**src/design/crrc_pkg.sv**
```systemverilog
// Constants and types shared by the CPU runaway reset counter files.
`default_nettype none
package crrc_pkg;

  ////////////////////////////////////////////////////////////////////////////////
  // Clock rates and the divider that makes the oscillation clock enable.
  localparam int CRRC_SYS_PERIOD_NS = 5;
  localparam int CRRC_SYS_FREQ_HZ   = 200_000_000;
  localparam int CRRC_OSC_FREQ_HZ   = 4_000_000;
  localparam int CRRC_OSC_DIVIDE    = CRRC_SYS_FREQ_HZ / CRRC_OSC_FREQ_HZ;

  ////////////////////////////////////////////////////////////////////////////////
  // Counter size, reset pulse width and the standby recovery extension.
  localparam int CRRC_COUNT_WIDTH        = 20;
  localparam int CRRC_RESET_PULSE_CYCLES = 5;
  localparam int CRRC_GRACE_TIME_NS      = 20_000;
  // A least time, so the cycle count rounds up.
  localparam int CRRC_GRACE_CYCLES =
    (CRRC_GRACE_TIME_NS + CRRC_SYS_PERIOD_NS - 1) / CRRC_SYS_PERIOD_NS;
  localparam int CRRC_GRACE_WIDTH = 12;

  ////////////////////////////////////////////////////////////////////////////////
  // Value of the clear bit that restarts the counter when written.
  localparam logic CRRC_CLEAR_VALUE = 1'b0;

  // Sequencer states.
  typedef enum logic [1:0] {
    CRRC_COUNTING,
    CRRC_GRACE,
    CRRC_PULSE
  } crrc_state_type;

endpackage

`default_nettype wire

```
**src/design/crrc_top.sv**
```systemverilog
// CPU runaway reset counter: watchdog that resets the core when not cleared.
`timescale 1ns/100ps
`default_nettype none

module crrc_top
  import crrc_pkg::*;
#(
  parameter int COUNT_WIDTH  = CRRC_COUNT_WIDTH,
  parameter int OSC_DIVIDE   = CRRC_OSC_DIVIDE,
  parameter int PULSE_CYCLES = CRRC_RESET_PULSE_CYCLES,
  parameter int GRACE_CYCLES = CRRC_GRACE_CYCLES
) (
  // System clock and power-on reset.
  input  wire logic                   CLK_SYS,
  input  wire logic                   RESET,
  // Machine clock enable from the clock generator.
  input  wire logic                   MACHINE_TICK,
  // Write strobe and data of the clear bit in the voltage reset control register.
  input  wire logic                   CLEAR_WRITE,
  input  wire logic                   RUNAWAY_COUNTER_CLEAR_BIT,
  // Clearing causes from the rest of the device.
  input  wire logic                   INTERNAL_RESET_IN,
  input  wire logic                   OSC_STOPPED,
  input  wire logic                   ENTER_SLEEP,
  input  wire logic                   ENTER_TIMEBASE,
  input  wire logic                   ENTER_WATCH,
  // Operating conditions.
  input  wire logic                   CPU_HALTED,
  input  wire logic                   STANDBY_RECOVERY,
  // Results.
  output var  logic                   RUNAWAY_RESET,
  output var  logic                   GRACE_ACTIVE,
  output var  logic [COUNT_WIDTH-1:0] RUNAWAY_COUNT
);

  // Widths and end points of the three counters. The all-ones count is the
  // last value of the interval; the next tick wraps it and raises the reset, or the extension in standby recovery.
  localparam int PW = (PULSE_CYCLES > 1) ? $clog2(PULSE_CYCLES) : 1;
  localparam logic [PW-1:0] PULSE_LAST = PW'(PULSE_CYCLES - 1);
  localparam logic [CRRC_GRACE_WIDTH-1:0] GRACE_LAST = CRRC_GRACE_WIDTH'(GRACE_CYCLES - 1);
  localparam logic [COUNT_WIDTH-1:0] COUNT_FULL = '1;

  ////////////////////////////////////////////////////////////////////////////////
  // Oscillation clock enable.

  logic osc_tick;

  // The oscillation clock only runs while the main oscillator runs. Its
  // period is the only link to the real oscillator: change OSC_DIVIDE with
  // the system clock so that the interval stays 2^20 oscillation periods.
  crrc_tick_divider #(
    .DIVIDE (OSC_DIVIDE)
  ) u_osc_div (
    .clk    (CLK_SYS),
    .reset  (RESET),
    .enable (!OSC_STOPPED),
    .tick   (osc_tick)
  );

  ////////////////////////////////////////////////////////////////////////////////
  // Clearing causes.

  logic write_clear;
  logic reset_clear;
  logic mode_clear;
  logic clear_event;
  logic count_step;
  logic grace_step;

  // Software clear. Only a write of the clear value restarts the count; a
  // write of the other value leaves the interval running, so code that
  // rewrites the whole control register does not feed the watchdog by accident.
  assign write_clear = CLEAR_WRITE && (RUNAWAY_COUNTER_CLEAR_BIT == CRRC_CLEAR_VALUE);

  // Device-level causes. A stopped oscillator also freezes the tick divider,
  // so the count cannot creep on once the clear has been applied.
  assign reset_clear = INTERNAL_RESET_IN || OSC_STOPPED;

  // Entry to any of the low-power modes.
  assign mode_clear = ENTER_SLEEP || ENTER_TIMEBASE || ENTER_WATCH;

  // Any of these restarts the count from zero. Causes may be levels or pulses:
  // a level simply keeps the count at zero for as long as it stands.
  assign clear_event = write_clear || reset_clear || mode_clear;

  ////////////////////////////////////////////////////////////////////////////////
  // Advance qualifiers.

  // The count moves only on an oscillation tick while the CPU runs. The
  // extension is timed in system cycles and freezes with the CPU as well,
  // so a halt in the middle of the extension only postpones the reset.
  assign count_step = osc_tick && !CPU_HALTED;
  assign grace_step = !CPU_HALTED;

  ////////////////////////////////////////////////////////////////////////////////
  // Sequencer state.

  crrc_state_type                state_reg;
  crrc_state_type                state_next;
  logic [COUNT_WIDTH-1:0]        count_reg;
  logic [COUNT_WIDTH-1:0]        count_next;
  logic [CRRC_GRACE_WIDTH-1:0]   grace_reg;
  logic [CRRC_GRACE_WIDTH-1:0]   grace_next;
  logic [PW-1:0]                 pulse_reg;
  logic [PW-1:0]                 pulse_next;

  // End points of the three counters. The pulse ends on the machine tick
  // that completes its last machine cycle.
  logic count_wrap;
  logic grace_done;
  logic pulse_done;

  assign count_wrap = (count_reg == COUNT_FULL);
  assign grace_done = (grace_reg == GRACE_LAST);
  assign pulse_done = MACHINE_TICK && (pulse_reg == PULSE_LAST);

  // Next-state logic. The timeout pulse ignores clear causes: our own reset
  // usually comes back as an internal reset, and it must not cut the pulse.
  always_comb begin
    state_next = state_reg;
    count_next = count_reg;
    grace_next = grace_reg;
    pulse_next = pulse_reg;
    case (state_reg)
      CRRC_COUNTING: begin
        if (clear_event) begin
          count_next = '0;
        // A clear beats an increment in the same cycle, so a clear that lands
        // on the cycle of a tick still buys a full interval.
        end else if (count_step) begin
          if (count_wrap) begin
            // Wrap from all ones means the interval ran out uncleared.
            count_next = '0;
            grace_next = '0;
            pulse_next = '0;
            if (STANDBY_RECOVERY) begin
              state_next = CRRC_GRACE;
            end else begin
              state_next = CRRC_PULSE;
            end
          end else begin
            count_next = count_reg + COUNT_WIDTH'(1);
          end
        end
      end
      CRRC_GRACE: begin
        // Extension of the interval while leaving standby.
        if (clear_event) begin
          state_next = CRRC_COUNTING;
          count_next = '0;
        // Reaching the end of the extension uncleared is a timeout.
        end else if (grace_step) begin
          if (grace_done) begin
            state_next = CRRC_PULSE;
            pulse_next = '0;
          end else begin
            grace_next = grace_reg + CRRC_GRACE_WIDTH'(1);
          end
        end
      end
      CRRC_PULSE: begin
        // Count machine cycles of the reset pulse, counter held at zero.
        // Clear causes are not looked at here: our own reset returns as an
        // internal reset, and that echo must not shorten the pulse.
        count_next = '0;
        if (pulse_done) begin
          state_next = CRRC_COUNTING;
        end else if (MACHINE_TICK) begin
          pulse_next = pulse_reg + PW'(1);
        end
      end
      default: begin
        state_next = CRRC_COUNTING;
        count_next = '0;
      end
    endcase
  end

  // Register the sequencer. Reset release leaves it counting, so no software
  // enable is needed after power-on.
  always_ff @(posedge CLK_SYS) begin
    if (RESET) begin
      state_reg <= CRRC_COUNTING;
      count_reg <= '0;
      grace_reg <= '0;
      pulse_reg <= '0;
    end else begin
      state_reg <= state_next;
      count_reg <= count_next;
      grace_reg <= grace_next;
      pulse_reg <= pulse_next;
    end
  end

  ////////////////////////////////////////////////////////////////////////////////
  // Registered outputs.

  // Outputs follow the next state so they line up with the state register.
  // Registering them keeps decode glitches off the reset request, which
  // reaches the whole device.
  always_ff @(posedge CLK_SYS) begin
    if (RESET) begin
      RUNAWAY_RESET <= 1'b0;
      GRACE_ACTIVE  <= 1'b0;
      RUNAWAY_COUNT <= '0;
    end else begin
      RUNAWAY_RESET <= (state_next == CRRC_PULSE);
      GRACE_ACTIVE  <= (state_next == CRRC_GRACE);
      RUNAWAY_COUNT <= count_next;
    end
  end

endmodule // crrc_top

`default_nettype wire

```
**src/design/crrc_tick_divider.sv**
```systemverilog
// Divider that turns the system clock into a one-cycle enable pulse.
`timescale 1ns/100ps
`default_nettype none

module crrc_tick_divider
  import crrc_pkg::*;
#(
  parameter int DIVIDE = CRRC_OSC_DIVIDE
) (
  // Clock and reset.
  input  wire logic clk,
  input  wire logic reset,
  // Divider control and output.
  input  wire logic enable,
  output var  logic tick
);

  localparam int CW = (DIVIDE > 1) ? $clog2(DIVIDE) : 1;
  localparam logic [CW-1:0] LAST = CW'(DIVIDE - 1);

  logic [CW-1:0] div_reg;
  logic [CW-1:0] div_next;
  logic          tick_next;

  // Count up the period; the pulse marks the wrap. Holding when disabled
  // keeps a stopped oscillator from producing ticks.
  always_comb begin
    div_next  = div_reg;
    tick_next = 1'b0;
    if (enable) begin
      if (div_reg == LAST) begin
        div_next  = '0;
        tick_next = 1'b1;
      end else begin
        div_next = div_reg + CW'(1);
      end
    end
  end

  // Register the divider state.
  always_ff @(posedge clk) begin
    if (reset) begin
      div_reg <= '0;
      tick    <= 1'b0;
    end else begin
      div_reg <= div_next;
      tick    <= tick_next;
    end
  end

endmodule // crrc_tick_divider

`default_nettype wire

```
**config.mk**
```make
export PLATFORM = sky130hd
export DESIGN_NAME = crrc_top
export DESIGN_NICKNAME = d
export VERILOG_FILES = /design/src/design/crrc_pkg.sv /design/src/design/crrc_top.sv /design/src/design/crrc_tick_divider.sv
export SDC_FILE = /design/constraint.sdc
export NUM_CORES = 1
export LEC_CHECK = 0
export BUFFER_PORTS_ARGS = -buffer_cell sky130_fd_sc_hd__buf_2
export CAP_MARGIN = 20
export CORE_UTILIZATION = 51
export CTS_CLUSTER_SIZE = 25
export DETAILED_ROUTE_END_ITERATION = 10
export GPL_TIMING_DRIVEN = 1
export PLACE_DENSITY = 0.76
export SLEW_MARGIN = 20
export SYNTH_ARGS = -nofsm -noshare
export SYNTH_HDL_FRONTEND = slang
export SYNTH_HIERARCHICAL = 1
export SYNTH_SLANG_ARGS = --single-unit
```
**constraint.sdc**
```tcl
create_clock -name CLK_SYS -period 2.05 [get_ports CLK_SYS]
set_input_delay 0 -clock CLK_SYS [delete_from_list [all_inputs] [get_ports CLK_SYS]]
set_output_delay 0 -clock CLK_SYS [all_outputs]
set_load 0.02 [all_outputs]
```
Yosys cells after proc, flatten, opt, wreduce, memory -nomap -nowiden
Cells that the tools add are included.
{"block": "totals", "reg_bits": 46, "latch_bits": 0, "ramBits": 0, "mem_bits_ro": 0, "in_bits": 12, "out_inout_bits": 22, "word_cells": 80, "n_memories": 0}
{"block": "op_classes", "add_sub_neg": 4, "multipliers": 0, "div_mod_pow": 0, "magnitude_cmp": 0, "n_eq_ne": 19, "shifts": 0, "n_mux": 32, "bitwise_logic": 1, "n_reduce_logical": 16}
{"operator": "20-bit two-way mux", "n": 4}
{"operator": "12-bit two-way mux", "n": 6}
{"operator": "20-bit case mux with 2 select lines", "n": 1}
{"operator": "3-bit two-way mux", "n": 8}
{"operator": "12-bit case mux with 2 select lines", "n": 1}
{"operator": "20-bit by 1-bit adder with 20-bit output, second input constant", "n": 1}
{"operator": "20-bit equality test, second input constant", "n": 1}
{"operator": "2-bit inequality test, second input constant", "n": 10}
{"operator": "2-bit two-way mux", "n": 8}
{"operator": "12-bit by 1-bit adder with 12-bit output, second input constant", "n": 1}
{"operator": "12-bit equality test, second input constant", "n": 1}
{"operator": "3-bit case mux with 3 select lines", "n": 1}
{"operator": "9-bit AND reduction", "n": 1}
{"operator": "7-bit AND reduction", "n": 1}
{"operator": "6-bit by 1-bit adder with 6-bit output, second input constant", "n": 1}
{"operator": "6-bit equality test, second input constant", "n": 1}
{"operator": "6-bit two-way mux", "n": 1}
{"operator": "2-bit case mux with 3 select lines", "n": 1}
{"operator": "1-bit logical OR", "n": 5}
{"operator": "2-bit by 1-bit equality test with 1-bit output, second input constant", "n": 2}
{"operator": "2-bit equality test, second input constant", "n": 2}
{"operator": "3-bit by 1-bit adder with 3-bit output, second input constant", "n": 1}
{"operator": "3-bit equality test, second input constant", "n": 1}
{"operator": "1-bit logical AND", "n": 3}
{"operator": "9 further kinds", "n": 9}

Depth between registers and ports, before layout
Gate-level depths: netlist of run 1.
{"block": "logic_depth", "ltp_word": 7, "depth_mapped": 8, "depth_no_buf": 7}

Hierarchy
The synthesis of run 1 kept the hierarchy.
{"mod": "crrc_top", "instances": 1, "cells_per_inst": 259, "area_each_um2": 2137.0, "seq_area_each_um2": 780.7}
{"mod": "crrc_tick_divider", "instances": 1, "cells_per_inst": 32, "area_each_um2": 307.8, "seq_area_each_um2": 140.1}

Least setup slack after synthesis of run 1
Ideal clock, no wire load.
{"block": "synth_timing", "kind": "flip-flop to flip-flop", "startpoint": "reg, netlist name RUNAWAY_COUNT[0]", "endpoint": "reg grace_reg[9]", "setup_time_ps": 70, "t_arrival_ps": 2175, "required_ps": 1980, "path_slack_ps": -195, "path_stages_with_launch": 8, "path_buffers": 1, "period_less_slack_ps": 2245, "cell_sequence": "dfxtp_1 -> ha_1 -> nand3_1 -> nor3_2 -> a21boi_1 -> clkbuf_1 -> or4_1 -> a21oi_1"}
{"item": "end signal: assignment", "line_no": "crrc_top.sv:190", "text": "grace_reg <= grace_next;"}
{"item": "end: declaration", "line_no": "crrc_top.sv:102", "text": "logic [CRRC_GRACE_WIDTH-1:0] grace_reg;"}

Worst setup path in the final report of run 1
{"block": "layout_timing", "startpoint": "reg state_reg[0]", "endpoint": "reg grace_reg[11]"}
{"block": "layout_between", "elab_chain_cells": 3, "word_cells_on_any_way": 11, "cone_classes": "eq/ne: 7; mux: 1; reduce/logical: 3"}
{"item": "start: declaration", "line_no": "crrc_top.sv:98", "text": "crrc_state_type state_reg;"}
{"item": "start signal: assignment", "line_no": "crrc_top.sv:188", "text": "state_reg <= state_next;"}
{"item": "2-bit by 1-bit equality test with 1-bit output / 2-bit zero test (equally long branches)", "line_no": "crrc_top.sv:124", "text": "case (state_reg)"}
{"item": "2-bit inequality test (no line) / 2-bit nonzero test (equally long branches)"}
{"item": "7-bit AND reduction (no line)"}
Several ways; a longest one is shown, not always the timed one.
A chain may end at the register's enable or synchronous reset.

==> qor.yml, run 1 <==
status: "finished, violations left"
violations: "design-rule violations"
fin_nets: 368
path_class: "reg -> reg"
hold_class: "in -> reg"
min_period_ps: 2010
synth_nets: 309
cts-root-buf: "clkbuf_8"
power_switching_mw: 0.342
netlist_area_um2: 2440
drive_above_1_share_pct: 28.8
overflow: 0
clock_sinks: 46
rsz0062_at_grt: "yes"
drt_iter0_markers: 188
diodes: 0
relSlewSlack_pct: 63.3
grt_start_max_net_pins: 19
pwr-share-seq_pct: 58.7
drc: 2
comb_power_share_pct: 3.9
viasPerCell: 5.80
p_clk_share_pct: 37.4
syn_inst: 291
die_w_um: 71.2
portBuffers: 33
yosysSeqAreaShare_pct: 37.7
die-area_um2: 5070
maxCapViolations: 0
syn2layout_area_growth_pct: 24.0
postRouteWirelength_um: 5630
fill_cells: 377
cp_max_fo: 8
r2r-end: "grace_reg[11]$_SDFFE_PP0P_"
r2r-start: "state_reg[0]$_SDFF_PP0_"
p_leak_nw: 1.14
min_path_cells: 2
vias: 2337
async_flop_share_pct: 0
critPathArrivalTime_ps: 2250
slowest_delay_ps: 540
finalSetupViolations: 0
ys_warn_count: 6
hold_violations: 0
ios: 34
core.rowCount: 24
path_delay_family: "simple AND/OR/NAND/NOR gates"
dp_hpwl_um: 4030
cts_tree: "yes"
track_usage_pct: 23.6
fmax_mhz: 497
worst_slew_pin_slew_ps: 537
htree_num_levels: 2
cellInternalPower_mw: 1.20
clock_path_buffers: 2
fin_util_pct: 67.7
r2r_slack_ps: 40
post-route-period-util_pct: 98.2
syn_avg_cell_area_um2: 8.40
max-vdd-ir-drop_v: 0.000332
yosysUniqueCellTypes: 51
antenna_found_initial: 0
place.gp.congestion: 0.801
antenna_left: 0
cp.buffers_inverters: 1
die_h_um: 71.2
skew_ps: 7.32
largest_register_ffs: 20
sw_frac_of_total_pct: 22.2
report.final.slew_viol_count: 0
crit_slowest_cell: "or4b_4"
core_area_um2: 4470
ys_ff_latch: 46
grt_pass1_wl_um: 9460
grt_pass1_vias: 2062
rr_worst_depth: 6
hold_path_end: "pulse_reg[2]$_SDFFE_PP0P_"
dr.pass1.iters: 7
synth_enable_flop_cells: 0
min-delay-start: "RESET"
clk_latency_ps: 300
cts_inserted_buffers: 5
endpoint_kind: "register"
crit_chain: "or4b_4 -> nor4_4 -> a21boi_2 -> buf_6 -> or4b_1 -> a21oi_1"
cp_data_required_time_ps: 2290
worstSetupStartpointType: "register"
synthFlopType: "dfxtp_1"
power.total_mw: 1.54
wire_per_inst_um: 14.0
clkTransAtPathRegs_ps: 90
start_util_pct: 54.6
p_per_area_nw_per_um2: 507
-- metrics by stage --
step | worst slack (ps) | hold WS (ps) | instances | TNS [ps] | cell area, µm²
after floorplan | 1.29 | 72.4 | 291 | 0 | 2480
after global placement | 27.4 | 306 | 392 | 0 | 2880
after detailed placement | -9.37 | 313 | 392 | -9.37 | 2880
after CTS | -2.15 | 41.1 | 402 | -2.15 | 2990
after global routing | -56.4 | 57.4 | 403 | -330 | 3030
final | 36.4 | 42.9 | 403 | 0 | 3030
-- placed cells by master, fill, tap and decap left out, types with 3 or more instances in the layout --
cell        n
dfxtp_1    38
nor2_1     38
buf_2      34
buf_4      28
a21oi_1    19
o21ai_0    18
nand3_1    16
nand2_1    13
xor2_1     13
nand4_1    11
xnor2_1     8
dfxtp_2     7
inv_1       7
o31ai_1     6
nor3_1      6
and3_1      6
ha_1        6
clkbuf_8    6
a211oi_1    5
or3_1       4
or4_1       4
o211ai_1    4
o2111ai_1   4
nand2b_1    3
-- logic make-up (layout without fill, tap and decap cells) --
| kind of cell | Yosys count | in the layout | synth area share [%] |
|---|---|---|---|
| XOR/XNOR | 21 | 21 | 7.52 |
| AO/OA/AOI/OAI | 75 | 75 | 20.6 |
| flip-flops | 46 | 46 | 37.7 |
| adder cells (fa/ha/maj) | 6 | 6 | 3.07 |
| buffers and inverters | 20 | 80 | 3.53 |
| AND/OR/NAND/NOR | 123 | 123 | 27.6 |
-- power groups by stage --
| stage | Clock (mW) | Sequential, mW | Combinational [mW] |
|---|---|---|---|
| after CTS | 0.591 | 0.904 | 0.0594 |
| after global placement | 0 | 0.924 | 0.0570 |
| final | 0.576 | 0.903 | 0.0595 |
| after floorplan | 0 | 0.924 | 0.0345 |
| after detailed placement | 0 | 0.925 | 0.0581 |
| after global routing | 0.620 | 0.904 | 0.0664 |
-- cells in the mapped netlist (3+ instances only) --
master / instances / share of area, %
dfxtp_1: 46 / 38
nor2_1: 38 / 5.8
a21oi_1: 21 / 4.3
o21ai_0: 18 / 3.7
nand3_1: 17 / 3.5
nand2_1: 13 / 2.0
xor2_1: 13 / 4.7
nand4_1: 11 / 2.8
clkbuf_1: 9 / 1.4
xnor2_1: 8 / 2.9
inv_1: 7 / 1.1
o31ai_1: 7 / 2.1
and3_1: 6 / 1.5
ha_1: 6 / 3.1
nor3_1: 6 / 1.2
a211oi_1: 5 / 1.5
or3_1: 5 / 1.3
or4_1: 5 / 1.5
o2111ai_1: 4 / 1.4
o211ai_1: 4 / 1.2
nand2b_1: 3 / 0.77
or4b_1: 3 / 1.2
-- worst max-delay path by stage --
stage | startpoint | end | slack (ps) | cells after the start
2_1_floorplan | INTERNAL_RESET_IN | RUNAWAY_COUNT[18]$_SDFFE_PP0P_ | 1 | 6
3_3_place_gp | INTERNAL_RESET_IN | RUNAWAY_COUNT[18]$_SDFFE_PP0P_ | 30 | 6
3_5_place_dp | INTERNAL_RESET_IN | RUNAWAY_COUNT[18]$_SDFFE_PP0P_ | -9 | 6
4_1_cts | state_reg[0]$_SDFF_PP0_ | grace_reg[7]$_SDFFE_PP0P_ | -2 | 6
5_1_grt | grace_reg[5]$_SDFFE_PP0P_ | pulse_reg[2]$_SDFFE_PP0P_ | -60 | 5
6_report | state_reg[0]$_SDFF_PP0_ | grace_reg[11]$_SDFFE_PP0P_ | 40 | 6
-- layer usage --
layer	GRT usage (%)	up-vias	wire length (µm)
met5	0	-	0
met4	7.33	0	89
met3	5.06	10	270
met2	38.4	50	2670
met1	31.4	1081	2600
li1	-	1196	-
-- what timing repair did --
item	CTS	global route
pin swaps	0	1
endpoints found under the setup margin	5	13
gates resized for setup	1	11
gates cloned	0	1
setup buffers	1	0
hold endpoints to repair	2	0
hold buffers	1	0
-- worst register-to-register path, cell delays in order, from the launching register on --
cell,delay [ps]
dfxtp_1,320
or4b_4,540
nor4_4,190
a21boi_2,120
buf_6,150
or4b_1,490
a21oi_1,140
-- cell type report --
| type | count | area [µm²] | share of cell area, % |
|---|---|---|---|
| clock buffer | 7 | 86.3 | 2.85 |
| clock inverter | 1 | 5.00 | 0.165 |
| inverter | 7 | 26.3 | 0.867 |
| multi-input combinational | 225 | 1490 | 49.3 |
| sequential | 46 | 933 | 30.8 |
| tap | 52 | 65.1 | 2.15 |
| timing repair buffer | 65 | 422 | 13.9 |
(Power assumes the default switching activity.)
==> run 2: changes to the inputs <==
--- a/config.mk
+++ b/config.mk
@@ -12,6 +12,7 @@
 export DETAILED_ROUTE_END_ITERATION = 10
 export GPL_TIMING_DRIVEN = 1
 export PLACE_DENSITY = 0.76
+export RECOVER_POWER = 25
 export SLEW_MARGIN = 20
 export SYNTH_ARGS = -nofsm -noshare
 export SYNTH_HDL_FRONTEND = slang
==> run 2 against run 1 <==
  * Final cell count did not move
  * Non-clock buffer count unchanged
  * Count of clock-buffer cells in the layout is the same
  * Design area is 0.54% lower
  * The flow still finishes with violations (design-rule violations)
  * Critical path type unchanged
==> qor.yml, run 2 (synthesis results as in run 1) <==
r2r_slack_ps: 40  # about the same
violations: "design-rule violations"
power.total_mw: 1.54  # +0.15%
dr.pass1.iters: 7  # unchanged
core_area_um2: 4470  # unchanged
stdcell_area_um2: 3010  # -0.54%
largest_register_ffs: 20  # unchanged
die_h_um: 71.2  # unchanged
hold_path_end: "pulse_reg[2]$_SDFFE_PP0P_"
power_switching_mw: 0.344  # +0.64%
drt_iter0_markers: 178  # -5.3%
dpl_worst_slack_ps: -9.37  # unchanged
track_usage_pct: 23.6  # unchanged
startpoint: "state_reg[0]$_SDFF_PP0_"
postRouteWirelength_um: 5650  # +0.39%
hold_violations: 0  # unchanged
grt_pass1_vias: 2062  # unchanged
die-area_um2: 5070  # unchanged
use_met1_pct: 31.4  # unchanged
clock_path_buffers: 2  # unchanged
min_period_ps: 2010  # -1.35 ps
fill_cells: 379  # +0.53%
min-delay-start: "RESET"
p_leak_nw: 1.08  # -5.0%
worst_slew_pin_slew_ps: 537  # +0.139 ps
hold_class: "in -> reg"
met3_usage_pct: 5.06  # unchanged
r2r-start: "state_reg[0]$_SDFF_PP0_"
comb_power_share_pct: 3.9  # about the same
placed_area_um2: 2880  # unchanged
cp_data_required_time_ps: 2290  # about the same
clkTransAtPathRegs_ps: 90  # about the same
place.gp.congestion: 0.801  # unchanged
sw_frac_of_total_pct: 22.4  # +0.11 points
drive_above_1_share_pct: 25.1  # -3.7 points
endpoint_kind: "register"
portBuffers: 33  # unchanged
antenna_found_initial: 0  # unchanged
diodes: 0  # unchanged
viasPerCell: 5.78  # -0.26%
post-route-period-util_pct: 98.2  # about the same
maxCapViolations: 0  # unchanged
report.final.slew_viol_count: 0  # unchanged
grt_start_max_net_pins: 19  # unchanged
wire_per_inst_um: 14.0  # +0.39%
fmax_mhz: 497  # about the same
skew_ps: 6.53  # -0.794 ps
overflow: 0  # unchanged
vias: 2331  # -0.26%
worstSetupStartpointType: "register"
clk_latency_ps: 300  # about the same
die_w_um: 71.2  # unchanged
cellInternalPower_mw: 1.20  # about the same
grt_use_met2_pct: 38.4  # unchanged
drc: 2  # unchanged
cts-root-buf: "clkbuf_8"
start_util_pct: 54.6  # unchanged
cp_max_fo: 8  # unchanged
core.rowCount: 24  # unchanged
syn2layout_area_growth_pct: 23.3
finalSetupViolations: 0  # unchanged
max-vdd-ir-drop_v: 0.000332  # about the same
pwr-share-seq_pct: 58.6  # about the same
r2r-end: "grace_reg[11]$_SDFFE_PP0P_"
relSlewSlack_pct: 63.3  # about the same
critPathArrivalTime_ps: 2250  # about the same
cts_inserted_buffers: 5  # unchanged
setup_ws_ps: 37.7  # +1.35 ps
status: "finished, violations left"
path_class: "reg -> reg"
grt_pass1_wl_um: 9460  # unchanged
htree_num_levels: 2  # unchanged
antenna_left: 0  # unchanged
grt-busiest-layer: "met2"
fin_nets: 368  # unchanged
mostFrequentLayoutCells: "dfxtp_1, nor2_1, buf_4, buf_2, a21oi_1"
rsz0062_at_grt: "yes"
dp_hpwl_um: 4030  # unchanged
ios: 34  # unchanged
p_per_area_nw_per_um2: 511  # +0.69%
p_clk_share_pct: 37.5  # about the same
rr_worst_depth: 6  # unchanged
min_path_cells: 2  # unchanged
cts_tree: "yes"
clock_sinks: 46  # unchanged
## run 2: layout make-up
type | instances | area (µm²) | share of cell area, %
multi-input combinational | 225 | 1490 | 49.5
sequential | 46 | 933 | 31.0
timing repair buffer | 65 | 405 | 13.4
clock buffer | 7 | 86.3 | 2.86
tap | 52 | 65.1 | 2.16
inverter | 7 | 26.3 | 0.872
clock inverter | 1 | 5.00 | 0.166
## run 2: per-stage QoR
stage               util, %  hold WS (ps)  setup TNS [ps]  std cells
finish                 67.4          44.0               0        403
floorplan                 -          72.4               0        291
detailed placement     64.3           313           -9.37        392
global placement       64.3           306               0        392
CTS                    66.9          41.1           -2.15        402
global route           67.4          57.4            -330        403
## run 2: worst max path at each step
stage                                           endpoint  slack [ps]  depth (start not counted)
after detailed placement  RUNAWAY_COUNT[18]$_SDFFE_PP0P_          -9                          6
final                         grace_reg[11]$_SDFFE_PP0P_          40                          6
after global placement    RUNAWAY_COUNT[18]$_SDFFE_PP0P_          30                          6
after CTS                      grace_reg[7]$_SDFFE_PP0P_          -2                          6
after floorplan           RUNAWAY_COUNT[18]$_SDFFE_PP0P_           1                          6
after global routing           pulse_reg[2]$_SDFFE_PP0P_         -60                          5
## run 2: worst max-delay path: stages, from the launching register on
cell      delay, ps
dfxtp_1         320
or4b_4          540
nor4_4          190
a21boi_2        120
buf_6           150
or4b_1          490
a21oi_1         140
## run 2: what timing repair did
item / in CTS / in global routing
buffers inserted: 1 / 0
cloned: 0 / 1
pin swaps: 0 / 1
hold buffers: 1 / 0
hold endpoints to repair: 2 / 0
endpoints found under the setup margin: 5 / 13
gates resized for setup: 1 / 11
## run 2: routing by layer
metal,vias to the layer above,share of wire [%]
met5,-,0
met4,0,0.97
met3,7,4.7
met2,47,48
met1,1080,46
li1,1197,-
## run 2: power by group through the flow
stage          sequential [mW]  combinational (mW)  clock [mW]
3_5_place_dp             0.925              0.0581           0
4_1_cts                  0.904              0.0594       0.591
2_1_floorplan            0.924              0.0345           0
5_1_grt                  0.904              0.0664       0.620
6_report                 0.903              0.0594       0.578
3_3_place_gp             0.924              0.0570           0
